`src/pkg/qug_consts.svh`:
```
// Offsets, field positions, reset values and timing counts of the global control block
`ifndef QUG_CONSTS_SVH
`define QUG_CONSTS_SVH
`define QUG_ADDR_SUMMARY     8'h80
`define QUG_ADDR_LOC_LOW     8'h81
`define QUG_ADDR_LOC_HIGH    8'h82
`define QUG_ADDR_LOC_SPARE   8'h83
`define QUG_ADDR_CNT_CTRL    8'h84
`define QUG_ADDR_CNT_RSVD    8'h85
`define QUG_ADDR_CNT_LOW     8'h86
`define QUG_ADDR_CNT_HIGH    8'h87
`define QUG_ADDR_SAMPLING    8'h88
`define QUG_ADDR_RSVD_A      8'h89
`define QUG_ADDR_SOFT_RESET  8'h8A
`define QUG_ADDR_SLEEP       8'h8B
`define QUG_ADDR_REVISION    8'h8C
`define QUG_ADDR_IDENT       8'h8D
`define QUG_ADDR_BROADCAST   8'h8E
`define QUG_CTRL_INT_EN      0
`define QUG_CTRL_START       1
`define QUG_CTRL_ONE_SHOT    2
`define QUG_CTRL_EXT_CLK     3
`define QUG_RESET_BYTE       8'h00
`define QUG_WAKE_CYCLES      32
`endif

```
`src/pkg/qug_pkg.sv`:
```
// Types shared by the global control block
`default_nettype none
package qug_pkg;
  typedef logic [2:0] qug_code_t;
  typedef enum logic [1:0] {
    QUG_AWAKE    = 2'b00,
    QUG_ASLEEP   = 2'b01,
    QUG_WARMING  = 2'b10
  } qug_sleep_e;
endpackage
`default_nettype wire

```
`src/verilog/qug_global_ctrl.sv`:
```
// Global configuration and status registers of a four-channel UART device
//
// Notes on behaviour
// - Summary register bit N is one while channel N has an interrupt; upper bits zero.
// - Two locator registers hold a 3-bit source code for each of four channels.
// - Code 1: receive data or line error; data clears below trigger, error on status read.
// - Code 2: receive time-out, held until the receive FIFO is empty.
// - Code 3: transmit holding or shift register empty; clears on interrupt status read.
// - Code 4: modem deltas clear on modem status read; character detects on status read.
// - Counter time-out is code 7, channel 0 only; cleared by counter control read.
// - 16-bit down-counter clocked from crystal or external pin, can interrupt.
// - Control bit 0 enables counter interrupt; a control read clears it except in a time-out cycle.
// - Control bit 1 starts or restarts counting; zero pauses.
// - Control bit 2 zero retriggers periodically, one runs one shot.
// - Control bit 3 zero selects crystal clock, one selects external pin.
// - Control bits 7:4 and the reserved counter register read zero.
// - Counter value is low and high byte registers, both zero after reset.
// - Sampling register bit N selects 8X when one, 16X when zero, for channel N.
// - Writing one to soft reset bit N resets channel N; bit clears itself.
// - Sleep bit N enables sleep; channel sleeps only with no interrupt pending.
// - All four asleep stops the oscillator; receive byte or modem change wakes.
// - Device is fully working 32 crystal clocks after wake-up.
// - Wake-up raises a special interrupt with no source shown, gated by enable.
// - Identification register: upper nibble series, lower nibble channel count.
// - Revision register returns the silicon revision code.
// - Broadcast bit 0 makes channel configuration writes reach all four channels.
`timescale 1ns/10ps
`default_nettype none
`include "qug_consts.svh"
module qug_global_ctrl
  import qug_pkg::*;
#(
  parameter logic [3:0] SERIES_CODE = 4'h5, // Arbitrary value
  parameter logic [7:0] REVISION    = 8'hA0, // Arbitrary value
  parameter int         CHANNELS    = 4
) (
  input  wire logic       clk_i,
  input  wire logic       rst_n_i,
  // Host register port
  input  wire logic [7:0] addr_i,
  input  wire logic [7:0] wdata_i,
  input  wire logic       wr_i,
  input  wire logic       rd_i,
  output logic      [7:0] rdata_o,
  // Per-channel interrupt sources from the channel datapaths
  input  wire logic [3:0] rx_ready_i,
  input  wire logic [3:0] rx_line_err_i,
  input  wire logic [3:0] rx_timeout_i,
  input  wire logic [3:0] tx_empty_i,
  input  wire logic [3:0] modem_delta_i,
  input  wire logic [3:0] char_detect_i,
  // Wake events and counter clock pin
  input  wire logic [3:0] rx_byte_i,
  input  wire logic [3:0] modem_change_i,
  input  wire logic       external_count_clock_pin_i,
  // Controls to the channels, sleep status and interrupt outputs
  output logic      [3:0] sampling_8x_o,
  output logic      [3:0] channel_reset_o,
  output logic      [3:0] channel_sleep_o,
  output logic            osc_stop_o,
  output logic            device_ready_o,
  output logic            wake_irq_o,
  output logic            counter_irq_o,
  output logic            broadcast_o,
  output logic            irq_o
);

  // ****************************************
  // Registers and state
  // ****************************************
  logic [7:0]  countdown_control;
  logic [7:0]  countdown_low_byte;
  logic [7:0]  countdown_high_byte;
  logic [3:0]  sampling_rate_select;
  logic [3:0]  channel_sleep_enable;
  logic        broadcast_write_control;
  logic [15:0] count;
  logic        count_hit;
  logic        wake_pend;
  logic [5:0]  warm_cnt;
  qug_sleep_e  sleep_st;
  logic        ext_sync;
  logic        ext_prev;
  logic        tick;
  logic        wr_ctrl;
  logic        rd_ctrl;
  logic [3:0]  chan_pending;
  qug_code_t   codes [4];
  logic        rd_sleep;
  logic        wake_evt;
  logic        warm_done;
  logic [7:0]  loc_low;
  logic [7:0]  loc_high;

  // ****************************************
  // Register strobes
  // ****************************************
  // Strobe decode shared by reads and writes
  function automatic logic hit(input logic [7:0] a, input logic [7:0] target);
    hit = (a == target);
  endfunction

  // Loaded period; both reload points use it so they cannot disagree
  function automatic logic [15:0] period(input logic [7:0] hi, input logic [7:0] lo);
    period = {hi, lo};
  endfunction

  // A control read also clears the counter interrupt, a sleep read the wake flag
  assign wr_ctrl  = wr_i && hit(addr_i, `QUG_ADDR_CNT_CTRL);
  assign rd_ctrl  = rd_i && hit(addr_i, `QUG_ADDR_CNT_CTRL);
  assign rd_sleep = rd_i && hit(addr_i, `QUG_ADDR_SLEEP);

  // ****************************************
  // Interrupt source encoding
  // ****************************************
  // Sources stay asserted until the channel logic clears them on its own register reads
  genvar g;
  generate
    for (g = 0; g < CHANNELS; g++) begin : g_ch
      logic cnt_src;
      assign cnt_src = (g == 0) ? counter_irq_o : 1'b0;
      qug_prio_enc u_enc (
        .rx_i         (rx_ready_i[g] | rx_line_err_i[g]),
        .rx_timeout_i (rx_timeout_i[g]),
        .tx_i         (tx_empty_i[g]),
        .modem_i      (modem_delta_i[g] | char_detect_i[g]),
        .counter_i    (cnt_src),
        .code_o       (codes[g])
      );
      assign chan_pending[g] = (codes[g] != 3'h0);
    end
  endgenerate

  // Locator fields straddle the byte boundary: channel 2 is split across both
  assign loc_low  = {codes[2][1:0], codes[1], codes[0]};
  assign loc_high = {4'h0, codes[3], codes[2][2]};

  // ****************************************
  // Counter clock select
  // ****************************************
  // Pin is asynchronous, so only the second flop's output is used
  qug_sync #(.WIDTH(1)) u_ext_sync (
    .clk_i   (clk_i),
    .rst_n_i (rst_n_i),
    .d_i     (external_count_clock_pin_i),
    .q_o     (ext_sync)
  );

  // Edge of the synchronised pin; pin rate limited to under half of clk
  always_ff @(posedge clk_i or negedge rst_n_i) begin
    if (!rst_n_i) begin
      ext_prev <= 1'b0;
    end else begin
      ext_prev <= ext_sync;
    end
  end

  // Crystal clock counts every cycle, pin clock on rising edges
  assign tick = countdown_control[`QUG_CTRL_EXT_CLK] ? (ext_sync & ~ext_prev) : 1'b1;

  // ****************************************
  // Counter control and value registers
  // ****************************************
  always_ff @(posedge clk_i or negedge rst_n_i) begin
    if (!rst_n_i) begin
      countdown_control   <= `QUG_RESET_BYTE;
      countdown_low_byte  <= `QUG_RESET_BYTE;
      countdown_high_byte <= `QUG_RESET_BYTE;
    end else begin
      // A control write wins over the one-shot stop of the same cycle
      if (wr_ctrl) begin
        countdown_control <= {4'h0, wdata_i[3:0]};
      end else if (count_hit && countdown_control[`QUG_CTRL_ONE_SHOT]) begin
        countdown_control[`QUG_CTRL_START] <= 1'b0;
      end
      if (wr_i && hit(addr_i, `QUG_ADDR_CNT_LOW)) begin
        countdown_low_byte <= wdata_i;
      end
      if (wr_i && hit(addr_i, `QUG_ADDR_CNT_HIGH)) begin
        countdown_high_byte <= wdata_i;
      end
    end
  end

  // Down-counter; a start write reloads so restart begins from the full value
  always_ff @(posedge clk_i or negedge rst_n_i) begin
    if (!rst_n_i) begin
      count     <= 16'h0000;
      count_hit <= 1'b0;
    end else begin
      count_hit <= 1'b0;
      if (wr_ctrl && wdata_i[`QUG_CTRL_START]) begin
        count <= period(countdown_high_byte, countdown_low_byte);
      end else if (countdown_control[`QUG_CTRL_START] && tick) begin
        // A loaded zero behaves as one, so the counter never wraps
        if (count <= 16'h0001) begin
          count_hit <= 1'b1;
          count     <= period(countdown_high_byte, countdown_low_byte);
        end else begin
          count <= count - 16'h0001;
        end
      end
    end
  end

  // Sticky counter interrupt; a time-out in the read cycle wins
  always_ff @(posedge clk_i or negedge rst_n_i) begin
    if (!rst_n_i) begin
      counter_irq_o <= 1'b0;
    end else if (count_hit && countdown_control[`QUG_CTRL_INT_EN]) begin
      counter_irq_o <= 1'b1;
    end else if (rd_ctrl || !countdown_control[`QUG_CTRL_INT_EN]) begin
      counter_irq_o <= 1'b0;
    end
  end

  // ****************************************
  // Channel controls
  // ****************************************
  // Sampling rate per channel; upper bits are not stored
  always_ff @(posedge clk_i or negedge rst_n_i) begin
    if (!rst_n_i) begin
      sampling_rate_select <= 4'h0;
    end else if (wr_i && hit(addr_i, `QUG_ADDR_SAMPLING)) begin
      sampling_rate_select <= wdata_i[3:0];
    end
  end

  // Sleep enables; only the channel bits are stored
  always_ff @(posedge clk_i or negedge rst_n_i) begin
    if (!rst_n_i) begin
      channel_sleep_enable <= 4'h0;
    end else if (wr_i && hit(addr_i, `QUG_ADDR_SLEEP)) begin
      channel_sleep_enable <= wdata_i[3:0];
    end
  end

  // Broadcast bit; bits 7:1 are reserved and dropped
  always_ff @(posedge clk_i or negedge rst_n_i) begin
    if (!rst_n_i) begin
      broadcast_write_control <= 1'b0;
    end else if (wr_i && hit(addr_i, `QUG_ADDR_BROADCAST)) begin
      broadcast_write_control <= wdata_i[0];
    end
  end

  // One-cycle reset pulse per channel, self-clearing
  always_ff @(posedge clk_i or negedge rst_n_i) begin
    if (!rst_n_i) begin
      channel_reset_o <= 4'h0;
    end else if (wr_i && hit(addr_i, `QUG_ADDR_SOFT_RESET)) begin
      channel_reset_o <= wdata_i[3:0];
    end else begin
      channel_reset_o <= 4'h0;
    end
  end

  // Sleep request is masked while the channel still has work pending
  assign sampling_8x_o   = sampling_rate_select;
  assign broadcast_o     = broadcast_write_control;
  assign channel_sleep_o = channel_sleep_enable & ~chan_pending;

  // ****************************************
  // Global sleep and wake-up
  // ****************************************
  // Any channel's receive byte or modem change ends global sleep
  assign wake_evt  = (|rx_byte_i) | (|modem_change_i);
  // Last warm-up cycle; shared by the state machine and the wake flag
  assign warm_done = (sleep_st == QUG_WARMING) && (warm_cnt == 6'(`QUG_WAKE_CYCLES - 1));

  always_ff @(posedge clk_i or negedge rst_n_i) begin
    if (!rst_n_i) begin
      sleep_st <= QUG_AWAKE;
      warm_cnt <= 6'h00;
    end else begin
      case (sleep_st)
        QUG_AWAKE: begin
          if (&channel_sleep_o) begin
            sleep_st <= QUG_ASLEEP;
          end
        end
        QUG_ASLEEP: begin
          if (wake_evt) begin
            sleep_st <= QUG_WARMING;
            warm_cnt <= 6'h00;
          end
        end
        QUG_WARMING: begin
          if (warm_done) begin
            sleep_st <= QUG_AWAKE;
          end else begin
            warm_cnt <= warm_cnt + 6'h01;
          end
        end
        default: begin
          sleep_st <= QUG_AWAKE;
        end
      endcase
    end
  end

  // Special wake interrupt; cleared by a read of the sleep register
  always_ff @(posedge clk_i or negedge rst_n_i) begin
    if (!rst_n_i) begin
      wake_pend <= 1'b0;
    end else if (warm_done) begin
      wake_pend <= 1'b1;
    end else if (rd_sleep) begin
      wake_pend <= 1'b0;
    end
  end

  // Oscillator stop and ready are plain decodes of the sleep state
  assign osc_stop_o     = (sleep_st == QUG_ASLEEP);
  assign device_ready_o = (sleep_st == QUG_AWAKE);
  assign wake_irq_o     = wake_pend & (|channel_sleep_enable);
  assign irq_o          = (|chan_pending) | wake_irq_o;

  // ****************************************
  // Read data
  // ****************************************
  always_ff @(posedge clk_i or negedge rst_n_i) begin
    if (!rst_n_i) begin
      rdata_o <= 8'h00;
    end else if (rd_i) begin
      // Unmapped, reserved and write-only places read zero
      case (addr_i)
        `QUG_ADDR_SUMMARY:   rdata_o <= {4'h0, chan_pending};
        `QUG_ADDR_LOC_LOW:   rdata_o <= loc_low;
        `QUG_ADDR_LOC_HIGH:  rdata_o <= loc_high;
        `QUG_ADDR_CNT_CTRL:  rdata_o <= {4'h0, countdown_control[3:0]};
        `QUG_ADDR_CNT_LOW:   rdata_o <= countdown_low_byte;
        `QUG_ADDR_CNT_HIGH:  rdata_o <= countdown_high_byte;
        `QUG_ADDR_SAMPLING:  rdata_o <= {4'h0, sampling_rate_select};
        `QUG_ADDR_SLEEP:     rdata_o <= {4'h0, channel_sleep_enable};
        `QUG_ADDR_REVISION:  rdata_o <= REVISION;
        `QUG_ADDR_IDENT:     rdata_o <= {SERIES_CODE, 4'(CHANNELS)};
        `QUG_ADDR_BROADCAST: rdata_o <= {7'h00, broadcast_write_control};
        default:             rdata_o <= 8'h00;
      endcase
    end
  end

endmodule
`default_nettype wire

```
`src/verilog/qug_prio_enc.sv`:
```
// Per-channel interrupt source priority encoder
`timescale 1ns/10ps
`default_nettype none
module qug_prio_enc
  import qug_pkg::*;
(
  input  wire logic      rx_i,
  input  wire logic      rx_timeout_i,
  input  wire logic      tx_i,
  input  wire logic      modem_i,
  input  wire logic      counter_i,
  output qug_code_t      code_o
);
  // Lowest priority number wins
  always_comb begin
    if (rx_i) begin
      code_o = 3'h1;
    end else if (rx_timeout_i) begin
      code_o = 3'h2;
    end else if (tx_i) begin
      code_o = 3'h3;
    end else if (modem_i) begin
      code_o = 3'h4;
    end else if (counter_i) begin
      code_o = 3'h7;
    end else begin
      code_o = 3'h0;
    end
  end
endmodule
`default_nettype wire

```
`src/verilog/qug_sync.sv`:
```
// Two-flop synchroniser for pin inputs
`timescale 1ns/10ps
`default_nettype none
module qug_sync #(
  parameter int WIDTH = 1
) (
  input  wire logic             clk_i,
  input  wire logic             rst_n_i,
  input  wire logic [WIDTH-1:0] d_i,
  output logic      [WIDTH-1:0] q_o
);
  logic [WIDTH-1:0] meta;
  // First stage feeds only the second
  always_ff @(posedge clk_i or negedge rst_n_i) begin
    if (!rst_n_i) begin
      meta <= '0;
      q_o  <= '0;
    end else begin
      meta <= d_i;
      q_o  <= meta;
    end
  end
endmodule
`default_nettype wire

```
`config.mk`:
```
export PLATFORM = sky130hd
export DESIGN_NAME = qug_global_ctrl
export DESIGN_NICKNAME = d
export VERILOG_FILES = /design/src/pkg/qug_pkg.sv /design/src/verilog/qug_global_ctrl.sv /design/src/verilog/qug_prio_enc.sv /design/src/verilog/qug_sync.sv
export VERILOG_INCLUDE_DIRS = /design/src /design/src/pkg
export SDC_FILE = /design/constraint.sdc
export NUM_CORES = 1
export LEC_CHECK = 0
export ABC_AREA = 1
export BUFFER_PORTS_ARGS = -buffer_cell sky130_fd_sc_hd__buf_2
export CORE_UTILIZATION = 40
export CTS_BUF_LIST = sky130_fd_sc_hd__clkbuf_8
export CTS_CLUSTER_DIAMETER = 50
export DETAILED_ROUTE_END_ITERATION = 10
export PLACE_DENSITY = 0.57
export SLEW_MARGIN = 20
export SYNTH_ARGS = -nofsm -noshare
export SYNTH_HDL_FRONTEND = slang
export SYNTH_SLANG_ARGS = --single-unit
```
`constraint.sdc`:
```
create_clock -name clk_i -period 5.5 [get_ports clk_i]
set_clock_uncertainty 0.2 [all_clocks]
set_input_delay 0.825 -clock clk_i [delete_from_list [all_inputs] [get_ports clk_i]]
set_output_delay 0.825 -clock clk_i [all_outputs]
set_load 0.01 [all_outputs]
```
-- Yosys cells after proc, flatten, opt, wreduce, memory -nomap -nowiden
Cells that the tools add are included.
- logic and storage cells: 127
- register bits after elaboration: 71
- input port bits: 53
- output and inout bits: 26
- order comparisons: 1
- reductions and logical operators: 33
- muxes and demuxes: 39
- equality and inequality tests: 19
- add/sub/neg operators: 2
- bitwise operators: 15
- operators with widths (cell ; count):
    == test 8 bit (second input constant) ; 12
    one-hot mux 8 bit (11 select lines) ; 1
    2-to-1 mux 3 bit ; 17
    2-to-1 mux 16 bit ; 3
    <= comparator 16 x 1 -> 1 bit (second input constant) ; 1
    OR reduction 4 bit ; 4
    subtractor 16 x 1 -> 16 bit (second input constant) ; 1
    logical AND 1 bit ; 14
    2-to-1 mux 6 bit ; 2
    one-hot mux 6 bit (2 select lines) ; 1
    nonzero test 3 bit ; 4
    2-to-1 mux 1 bit ; 10
    bitwise OR 1 bit ; 10
    nonzero test 2 bit ; 5
    adder 6 x 1 -> 6 bit (second input constant) ; 1
    == test 6 x 5 -> 1 bit (second input constant) ; 1
    2-to-1 mux 2 bit ; 3
    one-hot mux 2 bit (3 select lines) ; 1
    AND reduction 3 bit ; 2
    bitwise AND 4 bit ; 1
    2-to-1 mux 4 bit ; 1
    inequality test 2 x 1 -> 1 bit (second input constant) ; 2
    inequality test 2 bit (second input constant) ; 2
    inverter 4 bit ; 1
    other kinds (8) ; 9

-- Depth between registers and ports, before layout
Gate-level depths: netlist of the first run.
- depth in word-level cells: 11
- gate-level depth with buffers: 11
- gate-level depth less buffers: 11

-- Cells and area by module
Synthesis of the first run repeated with hierarchy kept, for this count alone.
- cells, all modules: 652
- area, all modules: 4486.8 µm²
- modules (own cells, without submodules) (module ; times used ; area each (µm²) ; seq. area each (µm²) ; cells an instance):
    qug_global_ctrl ; 1 ; 4206.5 ; 1726.7 ; 594
    qug_prio_enc ; 4 ; 57.6 ; 0.0 ; 14
    qug_sync ; 1 ; 50.0 ; 50.0 ; 2

-- Least setup slack after synthesis of the first run
No wires, ideal clock.
- kind: input -> output
- start point: input tx_empty_i[3]
- end point: output irq_o
- setup slack: 3.052 ns
- required time: 4.475 ns
- path buffers: 0
- data arrival time: 1.423 ns
- stages: 4
- cell sequence: nor2_1 -> nand3_1 -> nor3_1 -> nand3_1
- cells in the longest elaborated chain, start to end: 6
- RTL lines (element ; RTL line ; source):
    start, declared ; qug_global_ctrl.sv:49 ; input wire logic [3:0] tx_empty_i,
    2-to-1 mux 3 bit ; qug_prio_enc.sv:20 ; end else if (tx_i) begin
    2-to-1 mux 3 bit ; qug_prio_enc.sv:18 ; end else if (rx_timeout_i) begin
    2-to-1 mux 3 bit ; qug_prio_enc.sv:16 ; if (rx_i) begin
    nonzero test 3 bit ; qug_global_ctrl.sv:130 ; assign chan_pending[g] = (codes[g] != 3'h0);
    OR reduction 4 bit ; qug_global_ctrl.sv:317 ; assign irq_o = (|chan_pending) | wake_irq_o;
    bitwise OR 1 bit ; qug_global_ctrl.sv:317 ;
    end, declared ; qug_global_ctrl.sv:65 ; output logic irq_o
Every way passes these cells.

-- Worst setup path in the final report of the first run
- start point: input rx_line_err_i[2]
- end point: output irq_o
- cells in the longest elaborated chain, start to end: 5
- RTL lines (element ; RTL line ; source):
    start, declared ; qug_global_ctrl.sv:47 ; input wire logic [3:0] rx_line_err_i,
    bitwise OR 1 bit ; qug_global_ctrl.sv:123 ; .rx_i (rx_ready_i[g] | rx_line_err_i[g]),
    2-to-1 mux 3 bit ; qug_prio_enc.sv:16 ;
    nonzero test 3 bit ; qug_global_ctrl.sv:130 ;
    OR reduction 4 bit ; qug_global_ctrl.sv:317 ;
    bitwise OR 1 bit ; qug_global_ctrl.sv:317 ;
Every way passes these cells.

==> impl_metrics.env, run 1 <==
export IMPL_worstMarginPinSlew_ns=0.923
export IMPL_wl_met3_microns=606
export IMPL_port_buffers=78
export IMPL_grt_pass1_wl_microns=19300
export IMPL_synthMuxAreaShare_pct=0
export IMPL_vdd_drop_max_mv=0.198
export IMPL_instances_no_fill=849
export IMPL_setup_viol_count_final=0
export IMPL_cts_path_max_buffers=2
export IMPL_antenna_found_initial=0
export IMPL_drt_iter0_markers=248
export IMPL_vias_per_cell=4.90
export IMPL_fin_nets=767
export IMPL_hold_path_class="reg2reg"
export IMPL_drt_met1_wl_microns=5440
export IMPL_holdPathStages=0
export IMPL_cts_hold_buf=0
export IMPL_die_x_microns=105
export IMPL_netlist_instances=628
export IMPL_synthesis_area_sq_um=4280
export IMPL_finalHoldViolations=0
export IMPL_synth_xor_area_share_pct=1.23
export IMPL_drt_wl_total_microns=11400
export IMPL_syn_nets=687
export IMPL_antennaDiodeCount=0
export IMPL_powerDensity_nw_per_um2=280
export IMPL_leakage_nw=2.66
export IMPL_yosys_warnings=0
export IMPL_post_drt_wl_per_cell_microns=13.5
export IMPL_die_h_microns=105
export IMPL_clock_sinks=71
export IMPL_timing_final_ws_setup_ns=2.72
export IMPL_criticalPathCategory="in2out"
export IMPL_path_max_fanout=4
export IMPL_synth_compound_area_share_pct=6.67
export IMPL_drc=0
export IMPL_cts_buffers=9
export IMPL_post_synth_top_count_cell="nand2_1"
export IMPL_synth_adder_area_share_pct=1.76
export IMPL_first_global_vias=3942
export IMPL_cts_resized=0
export IMPL_timing_fmax_mhz=359
export IMPL_dp_hpwl_microns=8750
export IMPL_min_period_ns=2.78
export IMPL_core_area_sq_um=10300
export IMPL_synth_edf_count=0
export IMPL_initial_utilization_pct=41.4
export IMPL_outcome="finished clean"
export IMPL_ys_types=32
export IMPL_syn_area_per_cell_sq_um=6.81
export IMPL_reg2reg_from="count[0]"
export IMPL_cts_tree="built"
export IMPL_std_cell_rows=37
export IMPL_synth_top_family_by_area="simple AND/OR/NAND/NOR gates"
export IMPL_relSlewSlack_pct=38.5
export IMPL_met2_length_microns=5250
export IMPL_vias=4162
export IMPL_required_ns=4.47
export IMPL_rsz0062_at_grt="false"
export IMPL_drive_gt1_share_pct=14.7
export IMPL_io_pins=79
export IMPL_postCtsSetupRepairBufs=0
export IMPL_synth_area_leaders="dfrtp_1, nand2_1, nor2_1"
export IMPL_cp_arrival_ns=1.76
export IMPL_yosysTopAreaCell="dfrtp_1"
export IMPL_clk_pin_slew_ns=0.07
export IMPL_synth_simple_gate_area_share_pct=40.0
export IMPL_rrSetupSlack_ns=3.30
export IMPL_dr_pass1_iters=5
export IMPL_htree_levels=3
export IMPL_place_congestion=0.882
export IMPL_grt_overflow=0
export IMPL_syn_to_final_growth_pct=16.1
export IMPL_antenna_left=0
export IMPL_synth_common_cells="nand2_1, nor2_1, inv_1"
export IMPL_cp_start_kind="primary input"
export IMPL_max_cap_violations=0
export IMPL_synth_top_area_share_pct=41.5
export IMPL_grt_start_max_net_pins=72
export IMPL_fin_setup_tns_ns=0
export IMPL_ys_seq_area_share_pct=41.5
export IMPL_synth_flop_cell="dfrtp_1"
export IMPL_grtUsageTotal_pct=22.2
export IMPL_worstHoldEndpoint="u_ext_sync.q_o"
export IMPL_crit_path_end_kind="primary output"
export IMPL_ff2ff_path_depth=11
export IMPL_highest_layer="met4"
export IMPL_ys_seq_elements=71
export IMPL_post_place_ws_ns=2.66
export IMPL_finalCritPeriodShare_pct=50.6
export IMPL_slew_viol_final=0
export IMPL_worstReg2RegEnd="count[11]"
export IMPL_root_buffer="clkbuf_8"
export IMPL_whs_ns=0.166
export IMPL_hp_start="u_ext_sync.meta"
export IMPL_insertion_delay_ns=0.38
export IMPL_dieArea_sq_um=11100
export IMPL_async_flop_share_pct=100
export IMPL_placed_cells=833
[per-layer routing]
layer / global-route usage [%] / up-vias
met4: 7.24 / 0
met5: 0 / -
met2: 34.9 / 107
met1: 30.6 / 1902
li1: - / 2141
met3: 4.58 / 12
[worst max-delay path, stage by stage]
cell     delay (ns)
buf_2          0.10
nor2_1         0.22
nand2_1        0.14
nor3_1         0.21
nand3_1        0.10
buf_2          0.17
[placed cells by master (no fill, tap or decap), types with 6 or more instances in the layout]
cell      count
nand2_1     221
nor2_1       84
inv_1        78
buf_2        78
dfrtp_1      71
nand3_1      59
o21ai_0      41
nand4_1      17
clkbuf_8      9
nor3_1        7
o21ai_1       7
ha_1          6
[through the flow]
stage                     instance area [sq um]  power (mW)  util, %
after global placement                     4770       0.961     46.2
after floorplan                            4280       0.864        -
after CTS                                  4970        1.41     48.1
after global routing                       4970        1.49     48.1
after detailed placement                   4770       0.968     46.2
final                                      4970        1.39     48.1
[layout make-up]
class / count / area (sq um)
repair buffers: 79 / 398
inverters: 81 / 304
clock buffers: 9 / 124
multi-input cells: 466 / 2120
well taps: 136 / 170
clock inverters: 7 / 72.6
flip-flops and latches: 71 / 1780
fillers: 1090 / 5360
[worst max-delay path by stage]
stage,from,end
final,rx_line_err_i[2],irq_o
after global routing,rx_line_err_i[2],irq_o
after CTS,rx_line_err_i[2],irq_o
after detailed placement,addr_i[6],count[11]
after global placement,rx_line_err_i[2],irq_o
after floorplan,tx_empty_i[3],irq_o
[sequential cells by signal (all words and copies together), names as in the netlist]
signal,cells
countdown_control,4
u_ext_sync.q_o,1
counter_irq_o,1
rdata_o,8
countdown_high_byte,8
sleep_st,2
broadcast_o,1
sampling_8x_o,4
countdown_low_byte,8
count_hit,1
u_ext_sync.meta,1
count,16
channel_sleep_enable,4
ext_prev,1
warm_cnt,6
wake_pend,1
channel_reset_o,4
[power breakdown]
| group | total, mW | switching [mW] | internal [mW] |
|---|---|---|---|
| sequential | 0.655 | 0.0715 | 0.583 |
| combinational | 0.304 | 0.188 | 0.116 |
| clock | 0.430 | 0.220 | 0.211 |
[logic make-up (layout without fill, tap and decap cells)]
family,after synthesis,in the layout
buf+inv,91,176
flops,71,71
fa+ha+maj,6,6
simple gates,400,400
compound gates,54,54
xor+xnor,6,6
No activity file was read; power rests on OpenSTA's default activity.
==> inputs of run 2 (changes only) <==
--- a/config.mk
+++ b/config.mk
@@ -12,7 +12,7 @@
 export CTS_BUF_LIST = sky130_fd_sc_hd__clkbuf_8
 export CTS_CLUSTER_DIAMETER = 50
 export DETAILED_ROUTE_END_ITERATION = 10
-export PLACE_DENSITY = 0.57
+export PLACE_DENSITY = 0.59
 export SLEW_MARGIN = 20
 export SYNTH_ARGS = -nofsm -noshare
 export SYNTH_HDL_FRONTEND = slang
==> constraint.sdc (replaced) <==
create_clock -name clk_i -period 2.4 [get_ports clk_i]
set_clock_uncertainty 0.2 [all_clocks]
set_input_delay 0.36 -clock clk_i [delete_from_list [all_inputs] [get_ports clk_i]]
set_output_delay 0.36 -clock clk_i [all_outputs]
set_load 0.01 [all_outputs]
==> impl_metrics.env, run 2 (synthesized netlist as in run 1, its figures left out) <==
export IMPL_outcome="finished clean"
export IMPL_syn_to_final_growth_pct=17.9
export IMPL_p_switching_mw=1.07
export IMPL_dp_hpwl_microns=8830
export IMPL_first_global_vias=3943
export IMPL_holdPathStages=3
export IMPL_hold_path_class="in2reg"
export IMPL_htree_levels=3
export IMPL_min_period_ns=2.21
export IMPL_clk_pin_slew_ns=0.08
export IMPL_finalHoldViolations=0
export IMPL_drive_gt1_share_pct=15.1
export IMPL_std_cell_rows=37
export IMPL_cts_path_max_buffers=2
export IMPL_grt_pass1_wl_microns=19000
export IMPL_dieArea_sq_um=11100
export IMPL_place_congestion=1.01
export IMPL_layout_common_cells="nand2_1, nor2_1, inv_1, buf_2, dfrtp_1"
export IMPL_combPwrFrac_pct=21.7
export IMPL_clkPwrFrac_pct=32.3
export IMPL_fin_nets=772
export IMPL_io_pins=79
export IMPL_crit_path_end_kind="primary output"
export IMPL_path_buf_inv=1
export IMPL_seq_power_share_pct=46.0
export IMPL_finalCritPeriodShare_pct=92.1
export IMPL_vias=4159
export IMPL_vdd_drop_max_mv=0.261
export IMPL_antenna_found_initial=0
export IMPL_path_cells="o41ai_1 > nand3_1 > buf_2"
export IMPL_relSlewSlack_pct=64.8
export IMPL_cp_start_kind="flop"
export IMPL_clock_sinks=71
export IMPL_post_drt_wl_per_cell_microns=13.3
export IMPL_drt_wl_total_microns=11400
export IMPL_cp_top_family="compound AO/OA/AOI/OAI gates"
export IMPL_hp_start="wdata_i[4]"
export IMPL_timing_fmax_mhz=452
export IMPL_postLayoutCoreUtil_pct=48.9
export IMPL_worstReg2RegEnd="warm_cnt[2]"
export IMPL_insertion_delay_ns=0.35
export IMPL_die_x_microns=105
export IMPL_worstMarginPinSlew_ns=0.526
export IMPL_sw_frac_of_total_pct=32.9
export IMPL_drt_iter0_markers=322
export IMPL_core_area_sq_um=10300
export IMPL_placed_cells=836
export IMPL_grtUsageTotal_pct=21.7
export IMPL_antennaDiodeCount=0
export IMPL_required_ns=1.84
export IMPL_drc=0
export IMPL_reg2reg_from="sleep_st[0]"
export IMPL_rsz0062_at_grt="false"
export IMPL_cts_tree="built"
export IMPL_worstHoldEndpoint="countdown_high_byte[4]"
export IMPL_slowest_delay_ns=0.56
export IMPL_slew_viol_final=0
export IMPL_cp_arrival_ns=1.65
export IMPL_die_h_microns=105
export IMPL_path_max_fanout=4
export IMPL_powerDensity_nw_per_um2=646
export IMPL_top_register="count"
export IMPL_p_int_mw=2.19
export IMPL_criticalPathCategory="reg2out"
export IMPL_ff2ff_path_depth=8
export IMPL_nFillCells=1037
export IMPL_antenna_left=0
export IMPL_initial_utilization_pct=41.4
export IMPL_vias_per_cell=4.88
export IMPL_largest_reg_flops=16
export IMPL_rrSetupSlack_ns=0.36
export IMPL_leakage_nw=2.68
export IMPL_fin_setup_tns_ns=0
export IMPL_instances_no_fill=853
export IMPL_crit_slowest_cell="o41ai_1"
export IMPL_grt_overflow=0
export IMPL_port_buffers=78
export IMPL_final_common_cell="nand2_1"
export IMPL_cts_buffers=9
export IMPL_max_cap_violations=0
export IMPL_setup_viol_count_final=0
export IMPL_root_buffer="clkbuf_8"
export IMPL_grt_start_max_net_pins=72
export IMPL_dr_pass1_iters=5
-- run 2: worst max-delay path by stage --
stage                                       start           to  depth (start not counted)
after detailed placement              sleep_st[0]  warm_cnt[2]                          7
after floorplan                          count[0]    count[11]                         11
after global routing      channel_sleep_enable[1]        irq_o                          3
final                     channel_sleep_enable[1]        irq_o                          3
after global placement                sleep_st[0]  warm_cnt[2]                          7
after CTS                             sleep_st[0]  warm_cnt[2]                          8
-- run 2: area by class of cell --
type | count | area [sq um] | area share (%)
Tap cell | 136 | 170 | 3.37
Clock inverter | 6 | 87.6 | 1.74
Clock buffer | 9 | 124 | 2.46
Timing Repair Buffer | 84 | 453 | 8.98
Sequential cell | 71 | 1780 | 35.2
Multi-Input combinational cell | 466 | 2130 | 42.2
Inverter | 81 | 304 | 6.03
-- run 2: metal layers --
metal / wire length [microns] / vias to the layer above / track usage (%)
met3: 478 / 11 / 3.53
met4: 107 / 0 / 5.53
met1: 5700 / 1897 / 31.7
met2: 5060 / 101 / 33.3
li1: - / 2150 / -
met5: 0 / - / 0
-- run 2: timing repair --
action	4_1_cts	5_1_grt
setup endpoints to repair	0	4
setup buffers	0	0
hold endpoints to repair	72	0
hold buffers	2	0
resized for setup	0	1
-- run 2: worst reg2reg max path: stages (launching register included) --
cell     delay, ns
dfrtp_1       0.41
inv_1         0.09
ha_1          0.27
inv_1         0.13
nor4_2        0.36
nor2_1        0.21
inv_1         0.17
nand2_1       0.06
o21ai_0       0.06
-- run 2: power groups by stage --
stage / clock network [mW] / registers [mW] / logic, mW
3_5_place_dp: 0 / 1.51 / 0.707
4_1_cts: 1.07 / 1.50 / 0.709
5_1_grt: 1.13 / 1.52 / 0.822
6_report: 1.05 / 1.50 / 0.706
3_3_place_gp: 0 / 1.52 / 0.699
2_1_floorplan: 0 / 1.47 / 0.508
-- run 2: stage by stage --
| stage | total power [mW] | cell area [sq um] | setup WS, ns | hold WS (ns) |
|---|---|---|---|---|
| finish | 3.26 | 5040 | 0.189 | 0.103 |
| floorplan | 1.98 | 4280 | 0.619 | -0.136 |
| detailed placement | 2.22 | 4810 | 0.123 | 0.144 |
| global route | 3.47 | 5040 | 0.0780 | 0.100 |
| global placement | 2.22 | 4810 | 0.174 | 0.141 |
| CTS | 3.28 | 5040 | 0.113 | 0.0954 |
